[config.mk]
export PLATFORM = sky130hd
export DESIGN_NAME = rsc_top
export DESIGN_NICKNAME = d
export VERILOG_FILES = /design/src/rtl/rsc_pkg.sv /design/src/rtl/rsc_top.sv
export SDC_FILE = /design/constraint.sdc
export NUM_CORES = 1
export LEC_CHECK = 0
export BUFFER_PORTS_ARGS = -buffer_cell sky130_fd_sc_hd__clkbuf_2
export CORE_AREA = 2 2 157 120
export CTS_BUF_LIST = sky130_fd_sc_hd__clkbuf_2 sky130_fd_sc_hd__clkbuf_4 sky130_fd_sc_hd__clkbuf_8
export DETAILED_ROUTE_END_ITERATION = 7
export DIE_AREA = 0 0 159 122
export PLACE_DENSITY_LB_ADDON = 0.15
export SLEW_MARGIN = 40
export SYNTH_ARGS = -nofsm -noshare
export SYNTH_HDL_FRONTEND = slang
export SYNTH_SLANG_ARGS = --single-unit
[constraint.sdc]
create_clock -name mclk -period 6.05 [get_ports mclk]
set_input_delay 0.9075 -clock mclk [delete_from_list [all_inputs] [get_ports mclk]]
set_output_delay 0.9075 -clock mclk [all_outputs]
set_load 0.005 [all_outputs]
[src/rtl/rsc_pkg.sv]
package rsc_pkg;

  // Register byte offsets
  localparam logic [3:0] RSC_CAUSE_OFS = 4'h0;
  localparam logic [3:0] RSC_CTRL_OFS = 4'h4;
  localparam logic [3:0] RSC_INPUT_DISABLE_REG_0_OFS = 4'h8;
  localparam logic [3:0] RSC_INPUT_DISABLE_REG_1_OFS = 4'hC;
  localparam logic [4:0] RSC_INPUT_DISABLE_REG_2_OFS = 5'h10;
  localparam logic [4:0] RSC_STAT_OFS = 5'h14;

  // Cause register bit positions
  localparam int RSC_POR_BIT = 0;
  localparam int RSC_EXT_BIT = 1;
  localparam int RSC_BOR_BIT = 2;
  localparam int RSC_WDR_BIT = 3;
  localparam int RSC_JTR_BIT = 4;
  // Control register bit positions
  localparam int RSC_JTD_BIT = 0;
  localparam int RSC_ACBG_BIT = 1;
  localparam int RSC_ADCEN_BIT = 2;

  // Brown-out level fuse codes
  localparam logic [2:0] RSC_BOD_OFF = 3'h7;
  localparam logic [2:0] RSC_BOD_1V8 = 3'h6;
  localparam logic [2:0] RSC_BOD_2V7 = 3'h5;
  localparam logic [2:0] RSC_BOD_4V3 = 3'h4;

  // Stretch time-out choices, in microseconds, picked by the fuses
  localparam int RSC_CLK_MHZ = 40;
  localparam int RSC_TOUT_SHORT_US = 4;
  localparam int RSC_TOUT_MID_US = 16;
  localparam int RSC_TOUT_LONG_US = 65;
  localparam logic [11:0] RSC_TOUT_SHORT_CYC = 12'(RSC_TOUT_SHORT_US * RSC_CLK_MHZ);
  localparam logic [11:0] RSC_TOUT_MID_CYC = 12'(RSC_TOUT_MID_US * RSC_CLK_MHZ);
  localparam logic [11:0] RSC_TOUT_LONG_CYC = 12'(RSC_TOUT_LONG_US * RSC_CLK_MHZ);
  localparam logic [11:0] RSC_TOUT_NONE_CYC = 12'h001;

  localparam logic [31:0] RSC_BAD_ADDR_DATA = 32'h0000_0000;

  typedef enum logic [2:0]
  {
    RSC_HOLD = 3'b001,
    RSC_STRETCH = 3'b010,
    RSC_RUN = 3'b100
  } rsc_state_t;

  // Reset source levels, one per source
  typedef struct packed
  {
    logic jtag;
    logic wdog;
    logic supply_drop_detector;
    logic ext;
    logic por;
  } rsc_src_t;

  // Whole module state except the reset-release flops and port_rst_q
  typedef struct packed
  {
    rsc_state_t st;
    logic [11:0] cnt;
    rsc_src_t sync1;
    rsc_src_t sync2;
    logic [4:0] cause;
    logic jtag_disable_bit;
    logic acbg;
    logic adc_en;
    logic [7:0] input_disable_reg_0;
    logic [7:0] input_disable_reg_1;
    logic [7:0] input_disable_reg_2;
    logic ack;
    logic [31:0] dat;
    logic sys_rst;
    logic bod_on;
    logic wdt_on;
    logic vref_on;
    logic ocd_on;
    logic clk_keep;
    logic buf_off;
    logic [23:0] pin_buf_off;
  } rsc_regs_t;

endpackage : rsc_pkg

[src/rtl/rsc_top.sv]
`timescale 1ns/10ps
`default_nettype none

module rsc_top (
  input wire logic mclk,
  input wire logic resetn,
  input wire logic clk_en,
  input wire logic wb_cyc_i,
  input wire logic wb_stb_i,
  input wire logic wb_we_i,
  input wire logic [4:0] wb_adr_i,
  input wire logic [3:0] wb_sel_i,
  input wire logic [31:0] wb_dat_i,
  output logic [31:0] wb_dat_o,
  output logic wb_ack_o,
  input wire logic supply_below_por,
  input wire logic ext_reset_n,
  input wire logic wdog_expire,
  input wire logic wdog_enable,
  input wire logic supply_below_bot,
  input wire logic jtag_reset_reg,
  input wire logic [2:0] brownout_level_fuses,
  input wire logic [1:0] startup_time_fuses,
  input wire logic [3:0] clock_select_fuses,
  input wire logic debug_enable_fuse,
  input wire logic jtag_enable_fuse,
  input wire logic sleep_active,
  input wire logic io_clk_stopped,
  input wire logic adc_clk_stopped,
  input wire logic acomp_needs_ref,
  input wire logic [23:0] wake_pin_mask,
  output logic port_reset,
  output logic sys_reset,
  output logic bod_enable,
  output logic wdt_enable,
  output logic vref_enable,
  output logic debug_enable,
  output logic main_clk_keep,
  output logic input_buf_disable,
  output logic [23:0] pin_buf_disable
);
  import rsc_pkg::*;

  rsc_regs_t r;
  rsc_regs_t next_r;
  logic rst_s1;
  logic rst_s2;
  logic rst_n;
  logic async_src;
  logic port_rst_q;
  rsc_src_t raw;
  logic bod_fuse_on;
  logic [11:0] tout;
  logic src_any;
  logic wb_req;
  logic [31:0] stat_word;

  // Reset release through two flops
  always_ff @(posedge mclk or negedge resetn)
  begin
    if (!resetn)
    begin
      rst_s1 <= 1'b0;
      rst_s2 <= 1'b0;
    end
    else
    begin
      rst_s1 <= 1'b1;
      rst_s2 <= rst_s1;
    end
  end
  assign rst_n = rst_s2;

  // Source levels; watchdog and brown-out gated by their enables
  assign bod_fuse_on = (brownout_level_fuses == RSC_BOD_1V8) ||
                       (brownout_level_fuses == RSC_BOD_2V7) ||
                       (brownout_level_fuses == RSC_BOD_4V3);
  assign raw.por = supply_below_por;
  assign raw.ext = ~ext_reset_n;
  assign raw.wdog = wdog_expire & wdog_enable;
  assign raw.supply_drop_detector = supply_below_bot & bod_fuse_on;
  assign raw.jtag = jtag_reset_reg;

  // Any level source, clockless path to the ports; watchdog pulse is synchronous
  assign async_src = raw.por | raw.ext | raw.supply_drop_detector | raw.jtag | ~resetn;

  // Port reset set asynchronously, then follows the internal reset on the clock until the stretch ends
  always_ff @(posedge mclk or posedge async_src)
  begin
    if (async_src)
      port_rst_q <= 1'b1;
    else if (clk_en)
      port_rst_q <= r.sys_rst;
  end
  assign port_reset = port_rst_q;

  // Stretch length from start-up and clock-select fuses
  always_comb
  begin
    case (startup_time_fuses)
      2'h0: tout = RSC_TOUT_NONE_CYC;
      2'h1: tout = RSC_TOUT_SHORT_CYC;
      2'h2: tout = RSC_TOUT_MID_CYC;
      default: tout = RSC_TOUT_LONG_CYC;
    endcase
    // Crystal selections need the longest settle, unless the start-up code is zero
    if (clock_select_fuses[3] && startup_time_fuses != 2'h0)
      tout = RSC_TOUT_LONG_CYC;
  end

  assign src_any = |r.sync2;
  assign wb_req = wb_cyc_i & wb_stb_i & ~r.ack;
  assign stat_word = {29'h0000000, r.st};

  // Next-state logic
  always_comb
  begin
    next_r = r;
    next_r.ack = 1'b0;
    // Two-flop synchroniser; first stage read only by the second
    next_r.sync1 = raw;
    next_r.sync2 = r.sync1;

    // Reset sequencer
    case (r.st)
      RSC_HOLD:
      begin
        next_r.sys_rst = 1'b1;
        if (!src_any)
        begin
          next_r.st = RSC_STRETCH;
          next_r.cnt = tout;
        end
      end
      RSC_STRETCH:
      begin
        if (src_any)
          next_r.st = RSC_HOLD;
        else if (r.cnt <= 12'h001)
        begin
          next_r.st = RSC_RUN;
          next_r.sys_rst = 1'b0;
        end
        else
          next_r.cnt = r.cnt - 12'h001;
      end
      RSC_RUN:
      begin
        if (src_any)
        begin
          next_r.st = RSC_HOLD;
          next_r.sys_rst = 1'b1;
        end
      end
      default:
        next_r.st = RSC_HOLD;
    endcase

    // Register writes first so a same-cycle source event wins
    if (wb_req && wb_we_i && wb_sel_i[0])
    begin
      if (wb_adr_i == 5'(RSC_CAUSE_OFS))
        next_r.cause = r.cause & wb_dat_i[4:0];
      else if (wb_adr_i == 5'(RSC_CTRL_OFS))
      begin
        next_r.jtag_disable_bit = wb_dat_i[RSC_JTD_BIT];
        next_r.acbg = wb_dat_i[RSC_ACBG_BIT];
        next_r.adc_en = wb_dat_i[RSC_ADCEN_BIT];
      end
      else if (wb_adr_i == 5'(RSC_INPUT_DISABLE_REG_0_OFS))
        next_r.input_disable_reg_0 = wb_dat_i[7:0];
      else if (wb_adr_i == 5'(RSC_INPUT_DISABLE_REG_1_OFS))
        next_r.input_disable_reg_1 = wb_dat_i[7:0];
      else if (wb_adr_i == RSC_INPUT_DISABLE_REG_2_OFS)
        next_r.input_disable_reg_2 = wb_dat_i[7:0];
    end

    // Cause flags; power-on clears the others but not itself
    if (r.sync2.por)
      next_r.cause = 5'h01;
    else
    begin
      if (r.sync2.ext)
        next_r.cause[RSC_EXT_BIT] = 1'b1;
      if (r.sync2.supply_drop_detector)
        next_r.cause[RSC_BOR_BIT] = 1'b1;
      if (r.sync2.wdog)
        next_r.cause[RSC_WDR_BIT] = 1'b1;
      if (r.sync2.jtag)
        next_r.cause[RSC_JTR_BIT] = 1'b1;
    end

    // Internal reset returns control bits to initial values
    if (r.sys_rst)
    begin
      next_r.jtag_disable_bit = 1'b0;
      next_r.acbg = 1'b0;
      next_r.adc_en = 1'b0;
      next_r.input_disable_reg_0 = 8'h00;
      next_r.input_disable_reg_1 = 8'h00;
      next_r.input_disable_reg_2 = 8'h00;
    end

    // Bus answer one cycle after the request
    if (wb_req)
    begin
      next_r.ack = 1'b1;
      if (wb_we_i)
        next_r.dat = r.dat;
      else if (wb_adr_i == 5'(RSC_CAUSE_OFS))
        next_r.dat = {27'h0000000, r.cause};
      else if (wb_adr_i == 5'(RSC_CTRL_OFS))
        next_r.dat = {29'h00000000, r.adc_en, r.acbg, r.jtag_disable_bit};
      else if (wb_adr_i == 5'(RSC_INPUT_DISABLE_REG_0_OFS))
        next_r.dat = {24'h000000, r.input_disable_reg_0};
      else if (wb_adr_i == 5'(RSC_INPUT_DISABLE_REG_1_OFS))
        next_r.dat = {24'h000000, r.input_disable_reg_1};
      else if (wb_adr_i == RSC_INPUT_DISABLE_REG_2_OFS)
        next_r.dat = {24'h000000, r.input_disable_reg_2};
      else if (wb_adr_i == RSC_STAT_OFS)
        next_r.dat = stat_word;
      else
        next_r.dat = RSC_BAD_ADDR_DATA;
    end

    // Power-management enables, independent of sleep for detector and watchdog
    next_r.bod_on = bod_fuse_on;
    next_r.wdt_on = wdog_enable;
    next_r.vref_on = bod_fuse_on | r.acbg | acomp_needs_ref | r.adc_en;
    next_r.ocd_on = debug_enable_fuse & jtag_enable_fuse & ~r.jtag_disable_bit;
    next_r.clk_keep = sleep_active & r.ocd_on;
    next_r.buf_off = sleep_active & io_clk_stopped & adc_clk_stopped;
    next_r.pin_buf_off = {r.input_disable_reg_2, r.input_disable_reg_1, r.input_disable_reg_0} |
                         ({24{r.buf_off}} & ~wake_pin_mask);
  end

  // State register, frozen by the clock enable
  always_ff @(posedge mclk or negedge rst_n)
  begin
    if (!rst_n)
    begin
      r <= '0;
      r.st <= RSC_HOLD;
      r.sys_rst <= 1'b1;
      r.cause <= 5'h01;
    end
    else if (clk_en)
      r <= next_r;
  end

  assign wb_ack_o = r.ack;
  assign wb_dat_o = r.dat;
  assign sys_reset = r.sys_rst;
  assign bod_enable = r.bod_on;
  assign wdt_enable = r.wdt_on;
  assign vref_enable = r.vref_on;
  assign debug_enable = r.ocd_on;
  assign main_clk_keep = r.clk_keep;
  assign input_buf_disable = r.buf_off;
  assign pin_buf_disable = r.pin_buf_off;

endmodule : rsc_top

`default_nettype wire

Yosys cells after proc, flatten, opt, wreduce, memory -nomap -nowiden
Cells that the tools add are included.
{ "totals": {"input_bits": 92, "output_inout_bits": 65, "ff_bits": 124, "word_cells": 164} }
{ "classes": {"n_lt_le_gt_ge": 1, "n_addsub": 1, "n_reduce_logical": 39, "bitwise": 25, "eq_ne": 23, "mux": 39} }
{ "op_table": {"columns": ["cell", "count"], "rows": [
  ["two-way mux 8 bit", 9],
  ["two-way mux 32 bit", 2],
  ["two-way mux 27 bit", 2],
  ["two-way mux 12 bit", 3],
  ["case mux 12 bit (3 select lines)", 1],
  ["two-way mux 33 bit", 1],
  ["nonzero test 3 bit", 9],
  ["AND 24 bit", 1],
  ["two-way mux 24 bit", 1],
  ["NOT 24 bit", 1],
  ["bitwise OR 24 bit", 1],
  ["case mux 12 bit (2 select lines)", 1],
  ["inequality test 2 bit (second input constant)", 9],
  ["AND reduction 3 bit", 6],
  ["nonzero test 2 bit", 9],
  ["two-way mux 16 bit", 1],
  ["two-way mux 15 bit", 1],
  ["two-way mux 3 bit", 5],
  ["AND reduction 5 bit", 3],
  ["equality test 3 bit (second input constant)", 4],
  ["<= comparator 12 x 1 -> 1 bit (second input constant)", 1],
  ["subtractor 12 x 1 -> 12 bit (second input constant)", 1],
  ["equality test 5 x 4 -> 1 bit (second input constant)", 2],
  ["equality test 5 bit (second input constant)", 2],
  ["other kinds (23)", 52]
]} }

Logic depth before layout (Yosys ltp)
Gate-level depths: netlist of the first run.
{ "depth": {"ltp_word": 9, "mapped_depth": 8, "ltp_nobuf": 7} }

Worst setup path before layout of the first run
OpenSTA, ideal clock, no wires.
{ "synth_timing": {"kind": "input port to flip-flop", "from": "input wb_adr_i[2]", "to": "register r[64] (netlist name)", "path_buffers": 1, "stages": 5, "arrival_ns": 2.219, "required_time_ns": 5.925, "setup_slack_ns": 3.707, "setup_ns": 0.125, "path_cell_list": "clkbuf_1 -> nor3b_1 -> nand3_1 -> nand2_1 -> mux2_2"} }
{ "synth_between": {"elab_chain_cells": 3, "word_cells_on_any_way": 11, "cone_classes": "eq/ne (8); reduce/logical (3)"} }
{ "synth_lines": {"columns": ["element", "line_no", "source"], "rows": [
  ["from (decl)", "rsc_top.sv:11", "input wire logic [4:0] wb_adr_i,"],
  ["equality test 5 x 4 -> 1 bit, or another cell as far along", "rsc_top.sv:172", "else if (wb_adr_i == 5'(RSC_INPUT_DISABLE_REG_1_OFS))"],
  ["inequality test 2 bit (no line) / nonzero test 2 bit (equally long branches)", null, null],
  ["AND reduction 7 bit (no line) (*)", null, null],
  ["to (signal assigned)", "rsc_top.sv:248", "r <= next_r;"],
  ["to (decl)", "rsc_top.sv:44", "rsc_regs_t r;"]
]} }
Every way passes the cells marked *; elsewhere a longest branch is shown, timed or not.
A chain may end at the register's enable or synchronous reset.

Final worst setup path of the first run
{ "layout_timing": {"from": "input clk_en", "to": "register r[69] (netlist name)"} }
{ "layout_between": {"elab_chain_cells": 1} }
{ "layout_lines": {"columns": ["element", "line_no", "source"], "rows": [
  ["from (decl)", "rsc_top.sv:7", "input wire logic clk_en,"],
  ["AND reduction 7 bit (no line)", null, null]
]} }
No other way between the ends.

==> summary.txt, run 1 <==
Yosys
  • Area of the mapped netlist: 0.00528 mm2
  • Warnings, synthesis: 0
  • Number of flops mapped to enable cells by yosys: 0
  • Synthesized flop and latch total: 100
  • Ys flop type: dfrtp_1
  • Sequential area share after synthesis: 0.475
  • Synth Area in Compound Gates: 0.183
  • Post-Synth XOR/XNOR Area: 0
  • Syn Area/Cell: 9.52 um2
  • Yosys cell types: 54
  • Adder-cell area share of the yosys netlist: 0.0142
  • Combinational family with the most area after synthesis: compound AO/OA/AOI/OAI gates
  • Synth area leaders: dfrtp_1 45%, buf_4 8.0%, mux2_2 7.2%, a21oi_1 6.8%, o21ai_0 4.3%
  • Asr flop ratio synth: 1.00
  • Post-synth top area cell: dfrtp_1
  • Yosys top cell area share: 0.455
  • Mux cell area share after synthesis: 0.0843
  • Post-synthesis cell count: 555
  • Simple-Gate Fraction of Synth Area: 0.113

CTS
  • Clk buf depth: 2
  • Post-CTS Setup Repair Bufs: 0
  • CTS tree: built
  • Hold Buf Count CTS: 0
  • Cts repair resizes: 0
  • Num CTS Buffers: 9
  • Worst-path clk slew: 0.10 ns
  • # clock sinks: 100
  • Clk_lat worst skew: 0.38 ns
  • Clock Tree Root: clkbuf_8
  • H-tree lvl count: 3

Global routing
  • Global Route Usage Sum: 0.143
  • Initial antenna violation count: 1
  • First-pass GRT wire length: 21500 um
  • Largest net degree at the start of global routing: 87
  • Grt total ovfl: 0
  • Vias in the first global route: 3962

Critical path
  • Crit-path cells: clkbuf_2 > buf_6 > nand4b_1 > nor2_1 > nand3_1 > nand2_1 > mux2_2
  • CP max stage cell: buf_6
  • Endpoint class of the critical path: flip-flop
  • Crit Path Class: in2reg
  • Crit path DAT: 3.13 ns
  • Worst Path Required: 6.33 ns
  • Critical Path Start Type: primary input
  • Max stage delay on crit path: 0.46 ns
  • Crit path max fanout: 86
  • Critical path's top delay family: simple AND/OR/NAND/NOR gates
  • WP buf/inv: 2

STA
  • Worst-Margin Slew: 0.726 ns
  • Final Hold Vio Count: 0
  • FMAX: 350 MHz
  • Worst Skew: 0.0107 ns
  • Final Critical Period: 2.85 ns
  • Setup Viol. Count Final: 0
  • Worst rel slew slack: 0.516
  • RSZ-0062 raised after global routing: no
  • Count of final max-slew check failures: 0
  • Tcrit/Tclk final: 0.472
  • Setup_tns: 0 ns

Final layout
  • Commonest non-fill, non-tap cells in the layout: 102 x clkbuf_2, 94 x dfrtp_1, 72 x a21oi_1
  • Commonest non-fill, non-tap cell in the layout: clkbuf_2
  • Fraction of layout cells with a size suffix above 1: 0.279
  • Core Util, Final: 0.330
  • Layout area overhead: 12.8%
  • Final Instance Area: 0.00596 mm2
  • Fillers: 1927
  • Nets: 712

Floorplanning
  • Initial Utilization: 0.292
  • Chip height: 122 um
  • Rows: 43
  • IO Pins: 157
  • Die width: 159 um
  • DIE AREA: 0.0194 mm2
  • Core Footprint: 0.0181 mm2

Placed design
  • IO buf count: 102
  • RD Place Congestion: 0.830
  • Post-DP Area: 0.00570 mm2
  • DP Wirelength: 9910 um

Routing
  • Initial DRC count: 334
  • Post-Route WL: 13400 um
  • Via/cell ratio: 4.67
  • Vias after detailed routing: 4046
  • DRT antenna net count: 0
  • Routed len/inst: 15.4 um
  • # DRC: 0
  • Drt pass-1 iters: 5

Power and ir drop
  • Peak VDD IR: 0.000104 V
  • Pwr dens: 281 mW/mm2
  • Leakage power: 0.00284 uW

Outcome
  • Status: completed

Hold path
  • Hold Path Class: in2async

Flow run
  • Max Cap Viol: 0
-- Yosys cell counts, types with 5 or more instances --
master and n:
a21oi_1 72, buf_1 5, buf_4 56, clkbuf_1 15, dfrtp_1 96, ha_1 6, inv_1 44, mux2_2 34
nand2_1 23, nand2b_1 6, nand3_1 12, nor2_1 45, nor2b_1 9, nor3_1 7, o21ai_0 45, or3_1 5
-- power by group --
part	switching (uW)	internal [uW]	total (uW)
sequential	78.6	744	823
combinational	191	139	330
clock	244	279	523
-- worst register-to-register path: cells and delay by family (launching register included) --
family | cells | cell delay (ns)
and+or+nand+nor | 2 | 1.20
DFF | 1 | 0.47
AOI/OAI and AO/OA | 3 | 0.78
-- metal layers --
layer  track usage  routed length [um]  up-vias
li1              -                   -     1955
met4        0.0330                 112        0
met1         0.209                6950     1951
met2         0.204                5430      133
met5             0                   0        -
met3        0.0456                 892        7
-- state kept, by name, indices dropped and copies added (netlist names), 5 cells and up --
register,cells
pin_buf_disable,24
next_r,5
r,52
wb_dat_o,8
-- through the flow --
| stage | setup WS, ns | hold WS, ns | power, uW | std cells |
|---|---|---|---|---|
| 2_1_floorplan | 3.09 | 0.331 | 1080 | 578 |
| 3_3_place_gp | 2.52 | 0.336 | 1160 | 850 |
| 3_5_place_dp | 2.52 | 0.347 | 1170 | 850 |
| 4_1_cts | 2.94 | 0.273 | 1700 | 866 |
| 5_1_grt | 2.95 | 0.268 | 1790 | 866 |
| 6_report | 3.20 | 0.302 | 1680 | 867 |
-- cell type report --
| type | count | area [um2] | area share |
|---|---|---|---|
| sequential | 100 | 2510 | 0.422 |
| multi-input combinational | 355 | 2200 | 0.369 |
| timing repair buffer | 104 | 529 | 0.0888 |
| tap | 247 | 309 | 0.0519 |
| inverter | 44 | 165 | 0.0277 |
| clock buffer | 10 | 131 | 0.0220 |
| clock inverter | 6 | 113 | 0.0189 |
| antenna | 1 | 2.50 | 0.000420 |
-- logic make-up (layout without fill, tap and decap cells) --
group / count (synthesis) / in the layout
AO/OA/AOI/OAI: 160 / 160
multiplexers: 39 / 39
AND/OR/NAND/NOR: 125 / 125
buffers and inverters: 123 / 164
flip-flops: 100 / 100
other: 2 / 26
adder cells (fa/ha/maj): 6 / 6
-- path summary, 6_finish.rpt --
path	startpoint	to	slack, ns	cells past startpoint
setup / recovery	clk_en	r[69]	3.20	7
hold / removal	resetn	rst_s1	0.30	1
setup reg to reg	r[108]	r[113]	3.50	5
hold reg to reg	rst_n	wdt_enable	0.34	0
max in group asynchronous	rst_n	r[80]	4.57	1
min in group mclk	rst_s1	rst_n	0.36	0
Power figures use the tool's default switching activity.
==> run 2: changes to the inputs <==
- clock period: 6.05 -> 2.9 ns (I/O delays scaled with it)
==> run 2 against run 1 <==
Sequential power increased by 110%. Cell area grew 1.5%. Clock power increased by 130%. Wire length shrank 0.22%. Clock-buffer cell count up 1. Critical path depth down 2. First-iteration DRC count down 22%. Setup slack got worse by 2.8 ns. Register-to-register slack worse by 3.1 ns. Critical endpoint is now r[113]. Largest cell class unchanged. Largest power group unchanged.
==> summary.txt, run 2 (synthesized netlist as in run 1, its figures left out) <==
STA
  • Tcrit/Tclk final: 0.872
  • Final Critical Period: 2.53 ns
  • Final Hold Vio Count: 0
  • Count of final max-slew check failures: 0
  • Worst-Margin Slew: 0.650 ns
  • Setup_tns: 0 ns
  • FMAX: 395 MHz
  • RSZ-0062 raised after global routing: no
  • Worst Skew: 0.00832 ns
  • Setup Viol. Count Final: 0
  • Worst rel slew slack: 0.565

Floorplanning
  • IO Pins: 157
  • Rows: 43
  • Chip height: 122 um
  • Core Footprint: 0.0181 mm2
  • Die width: 159 um
  • DIE AREA: 0.0194 mm2
  • Initial Utilization: 0.292

Hold path
  • Hold Path Class: reg2async

Power and ir drop
  • Leakage power: 0.00290 uW
  • Pwr dens: 600 mW/mm2
  • Peak VDD IR: 0.000266 V
  • Gate power share: 0.198
  • Int Power: 2560 uW
  • Sequential power share: 0.468
  • Switching Share: 0.293
  • P_sw: 1060 uW
  • Clock group share of total power: 0.334

CTS
  • Clock Tree Root: clkbuf_8
  • CTS tree: built
  • # clock sinks: 100
  • Worst-path clk slew: 0.10 ns
  • H-tree lvl count: 3
  • Post-CTS Setup Repair Bufs: 0
  • Clk buf depth: 2
  • Cts repair resizes: 0
  • Num CTS Buffers: 9
  • Clk_lat worst skew: 0.38 ns

Global routing
  • Initial antenna violation count: 0
  • Vias in the first global route: 3922
  • Global Route Usage Sum: 0.144
  • Grt total ovfl: 0
  • First-pass GRT wire length: 21600 um
  • Largest net degree at the start of global routing: 89

Final layout
  • Fraction of layout cells with a size suffix above 1: 0.284
  • Commonest non-fill, non-tap cell in the layout: clkbuf_2
  • Fillers: 1926
  • Biggest register: r
  • Nets: 719
  • Number of antenna repair diodes: 0
  • Commonest non-fill, non-tap cells in the layout: 102 x clkbuf_2, 95 x dfrtp_1, 72 x a21oi_1
  • Fin cells: 873
  • Largest register FFs: 52
  • Layout area overhead: 14.5%
  • Core Util, Final: 0.334

Critical path
  • Crit-path cells: or4_1 > or4_1 > o2111ai_2 > a21oi_1 > o22a_1
  • WP buf/inv: 0
  • Critical Path Start Type: flip-flop
  • Crit Path Class: reg2reg
  • Crit path max fanout: 12
  • Worst Path Required: 3.17 ns
  • Max stage delay on crit path: 0.66 ns
  • Critical path's top delay family: simple AND/OR/NAND/NOR gates
  • WP depth: 5
  • Crit path DAT: 2.80 ns
  • Worst reg2reg path depth: 5
  • CP Launch Point: r[110]
  • CP max stage cell: or4_1
  • Crit-path most repeated cell: or4_1
  • Worst r2r src: r[110]
  • Endpoint class of the critical path: flip-flop

Placed design
  • Cell total after placement: 856
  • DP Wirelength: 9910 um
  • IO buf count: 102
  • RD Place Congestion: 0.829

Outcome
  • Status: completed

Routing
  • Initial DRC count: 261
  • Post-Route WL: 13400 um
  • Vias after detailed routing: 4019
  • # DRC: 0
  • DRT antenna net count: 0
  • Routed len/inst: 15.3 um
  • Drt pass-1 iters: 7
  • Via/cell ratio: 4.60

Flow run
  • Max Cap Viol: 0
==> run 2: changes by cell type in the layout (fill, tap and decap cells not counted), sizes merged <==
cell / delta
dlygate4sd3: +1
clkbuf: +1
clkinvlp: -3
buf: +6
inv: +1
diode: -1
bufinv: +1
==> run 2: final cells by class <==
class                      count  area [um2]  area share
tap                          247         309      0.0511
multi-input combinational    355        2190       0.362
timing repair buffer         111         593      0.0981
clock buffer                  11         151      0.0250
inverter                      44         165      0.0273
clock inverter                 5         129      0.0213
sequential                   100        2510       0.415
==> run 2: power by group through the flow <==
| stage | sequential [uW] | clock, uW | combinational, uW |
|---|---|---|---|
| global placement | 1720 | 0 | 712 |
| detailed placement | 1720 | 0 | 717 |
| CTS | 1700 | 1260 | 723 |
| global route | 1730 | 1320 | 820 |
| finish | 1700 | 1210 | 717 |
| floorplan | 1690 | 0 | 557 |
==> run 2: worst reg2reg max path: cells and delay by family, from the launching register on <==
family             cells  cell delay (ns)
AOI/OAI and AO/OA      3             0.76
DFF                    1             0.42
and+or+nand+nor        2             1.24
==> run 2: stage by stage <==
stage	power, uW	area (um2)	worst slack [ns]	hold slack (ns)
3_5_place_dp	2440	5750	0.390	0.160
5_1_grt	3870	6050	0.251	0.179
3_3_place_gp	2430	5750	0.412	0.155
6_report	3630	6050	0.372	0.155
2_1_floorplan	2250	5370	0.692	0.139
4_1_cts	3680	6040	0.380	0.161
==> run 2: worst paths after layout <==
check	slack [ns]	endpoint
min in group mclk	0.28	next_r[97]
max	0.37	r[113]
max reg2reg	0.37	r[113]
min	0.16	bod_enable
min reg2reg	0.16	bod_enable
max in group asynchronous	1.71	port_reset
==> run 2: metal layers <==
metal / part of all wire / vias to the layer above / GRT usage / routed length, um
met2: 0.41 / 113 / 0.204 / 5530
met5: 0 / - / 0 / 0
met1: 0.52 / 1910 / 0.217 / 6910
met4: 0.0071 / 0 / 0.0381 / 95
li1: - / 1988 / - / -
met3: 0.062 / 8 / 0.0358 / 824
==> run 2: timing repair <==
action,4_1_cts,5_1_grt
endpoints found under the hold margin,2,0
hold buffers,1,0
setup endpoints to repair,0,0
==> run 3: changes to the inputs <==
- PLACE_DENSITY: default -> 0.59
- PLACE_DENSITY_LB_ADDON: 0.15 -> default
==> run 3 against run 2 <==
Flip-flop and latch count unchanged. Clock power down 30%. Fmax down 0.83%. Setup slack worse by 0.021 ns. Die area unchanged. Utilization down 0.52 points. Critical path depth unchanged. Wire length down 2.1%. Sequential share of layout area up 0.65 points. Critical endpoint unchanged.
==> summary.txt, run 3 (synthesized netlist as in run 1, its figures left out) <==
STA
  • RSZ-0062 raised after global routing: no
  • Worst-Margin Slew: 0.707 ns
  • Setup_tns: 0 ns
  • Hold_ws: 0.248 ns
  • Count of final max-slew check failures: 0
  • Worst Skew: 0.0134 ns
  • Final Hold Vio Count: 0
  • Tcrit/Tclk final: 0.879
  • Worst rel slew slack: 0.529
  • FMAX: 392 MHz
  • Setup Viol. Count Final: 0
  • Final Critical Period: 2.55 ns

Global routing
  • Initial antenna violation count: 0
  • Largest net degree at the start of global routing: 52
  • First-pass GRT wire length: 20900 um
  • Grt total ovfl: 0
  • Global Route Usage Sum: 0.139
  • Vias in the first global route: 3774

Flow run
  • Max Cap Viol: 0

Floorplanning
  • IO Pins: 157
  • Initial Utilization: 0.292
  • Core Footprint: 0.0181 mm2
  • Rows: 43
  • Chip height: 122 um
  • Die width: 159 um
  • DIE AREA: 0.0194 mm2

Power and ir drop
  • Leakage power: 0.00287 uW
  • Peak VDD IR: 0.000204 V
  • Total power: 3260 uW
  • Pwr dens: 548 mW/mm2

Critical path
  • Crit path max fanout: 12
  • Critical Path Start Type: flip-flop
  • Worst reg2reg path depth: 5
  • Endpoint class of the critical path: flip-flop
  • Crit Path Class: reg2reg
  • R2R Path End: r[113]
  • Worst Path Required: 3.18 ns
  • CP endpoint: r[113]
  • CP Launch Point: r[110]
  • R2R setup slack: 0.35 ns
  • Crit path DAT: 2.83 ns
  • Worst r2r src: r[110]

CTS
  • Clk_lat worst skew: 0.38 ns
  • Worst-path clk slew: 0.10 ns
  • Clock Tree Root: clkbuf_8
  • # clock sinks: 100
  • Num CTS Buffers: 9
  • Post-CTS Setup Repair Bufs: 0
  • Clk buf depth: 2
  • CTS tree: built
  • Cts repair resizes: 0
  • H-tree lvl count: 3

Routing
  • Vias after detailed routing: 4026
  • Post-Route WL: 13100 um
  • # DRC: 0
  • DRT antenna net count: 0
  • Drt pass-1 iters: 4
  • Routed len/inst: 15.0 um
  • Initial DRC count: 217
  • Via/cell ratio: 4.60

Final layout
  • Nets: 721
  • Fraction of layout cells with a size suffix above 1: 0.285
  • Number of antenna repair diodes: 0
  • Biggest register: r
  • Layout area overhead: 12.7%
  • Final Instance Area: 0.00595 mm2
  • Largest register FFs: 52
  • Commonest non-fill, non-tap cell in the layout: clkbuf_2
  • Commonest non-fill, non-tap cells in the layout: 101 x clkbuf_2, 95 x dfrtp_1, 72 x a21oi_1

Placed design
  • Post-DP Area: 0.00576 mm2
  • IO buf count: 102
  • DP Wirelength: 9800 um
  • RD Place Congestion: 0.798

Outcome
  • Status: completed

Hold path
  • Hold Path Class: in2reg
[run 3: cell type report]
| cell class | instances | area [um2] |
|---|---|---|
| tap | 247 | 309 |
| clock inverter | 5 | 35.0 |
| inverter | 44 | 165 |
| timing repair buffer | 113 | 608 |
| fill | 1921 | 12100 |
| sequential | 100 | 2510 |
| multi-input combinational | 355 | 2180 |
| clock buffer | 11 | 145 |
[run 3: per-stage QoR]
step	utilization	setup WS [ns]	std cells
2_1_floorplan	-	0.692	578
3_3_place_gp	0.319	0.401	858
3_5_place_dp	0.319	0.381	858
4_1_cts	0.329	0.368	875
5_1_grt	0.329	0.218	875
6_report	0.329	0.350	875
[run 3: power by group]
part | internal [uW] | switching, uW | total (uW)
sequential | 1550 | 157 | 1710
combinational | 300 | 403 | 703
clock | 347 | 504 | 852
total | 2200 | 1060 | 3260
[run 3: timing repair]
action / 4_1_cts / 5_1_grt
endpoints found under the setup margin: 0 / 0
hold buffers: 1 / 0
endpoints found under the hold margin: 2 / 0
[run 3: worst min-delay path by stage]
stage / start / end / slack (ns) / cells past startpoint
2_1_floorplan: resetn / rst_n / 0.14 / 0
3_3_place_gp: resetn / rst_s1 / 0.23 / 1
3_5_place_dp: resetn / rst_s1 / 0.23 / 1
4_1_cts: ext_reset_n / next_r[97] / 0.23 / 2
5_1_grt: ext_reset_n / next_r[97] / 0.26 / 2
6_report: ext_reset_n / next_r[97] / 0.25 / 2
[run 3: layer usage]
| layer | part of all wire | track usage | wire length (um) |
|---|---|---|---|
| met1 | 0.52 | 0.206 | 6870 |
| met2 | 0.41 | 0.196 | 5320 |
| met3 | 0.053 | 0.0371 | 693 |
| met4 | 0.015 | 0.0420 | 201 |
| met5 | 0 | 0 | 0 |
[run 3: worst max-delay path, cell delays in order (launching register included)]
cell	delay (ns)
dfrtp_1	0.42
or4_1	0.67
or4_1	0.56
o2111ai_2	0.48
a21oi_1	0.08
o22a_1	0.22
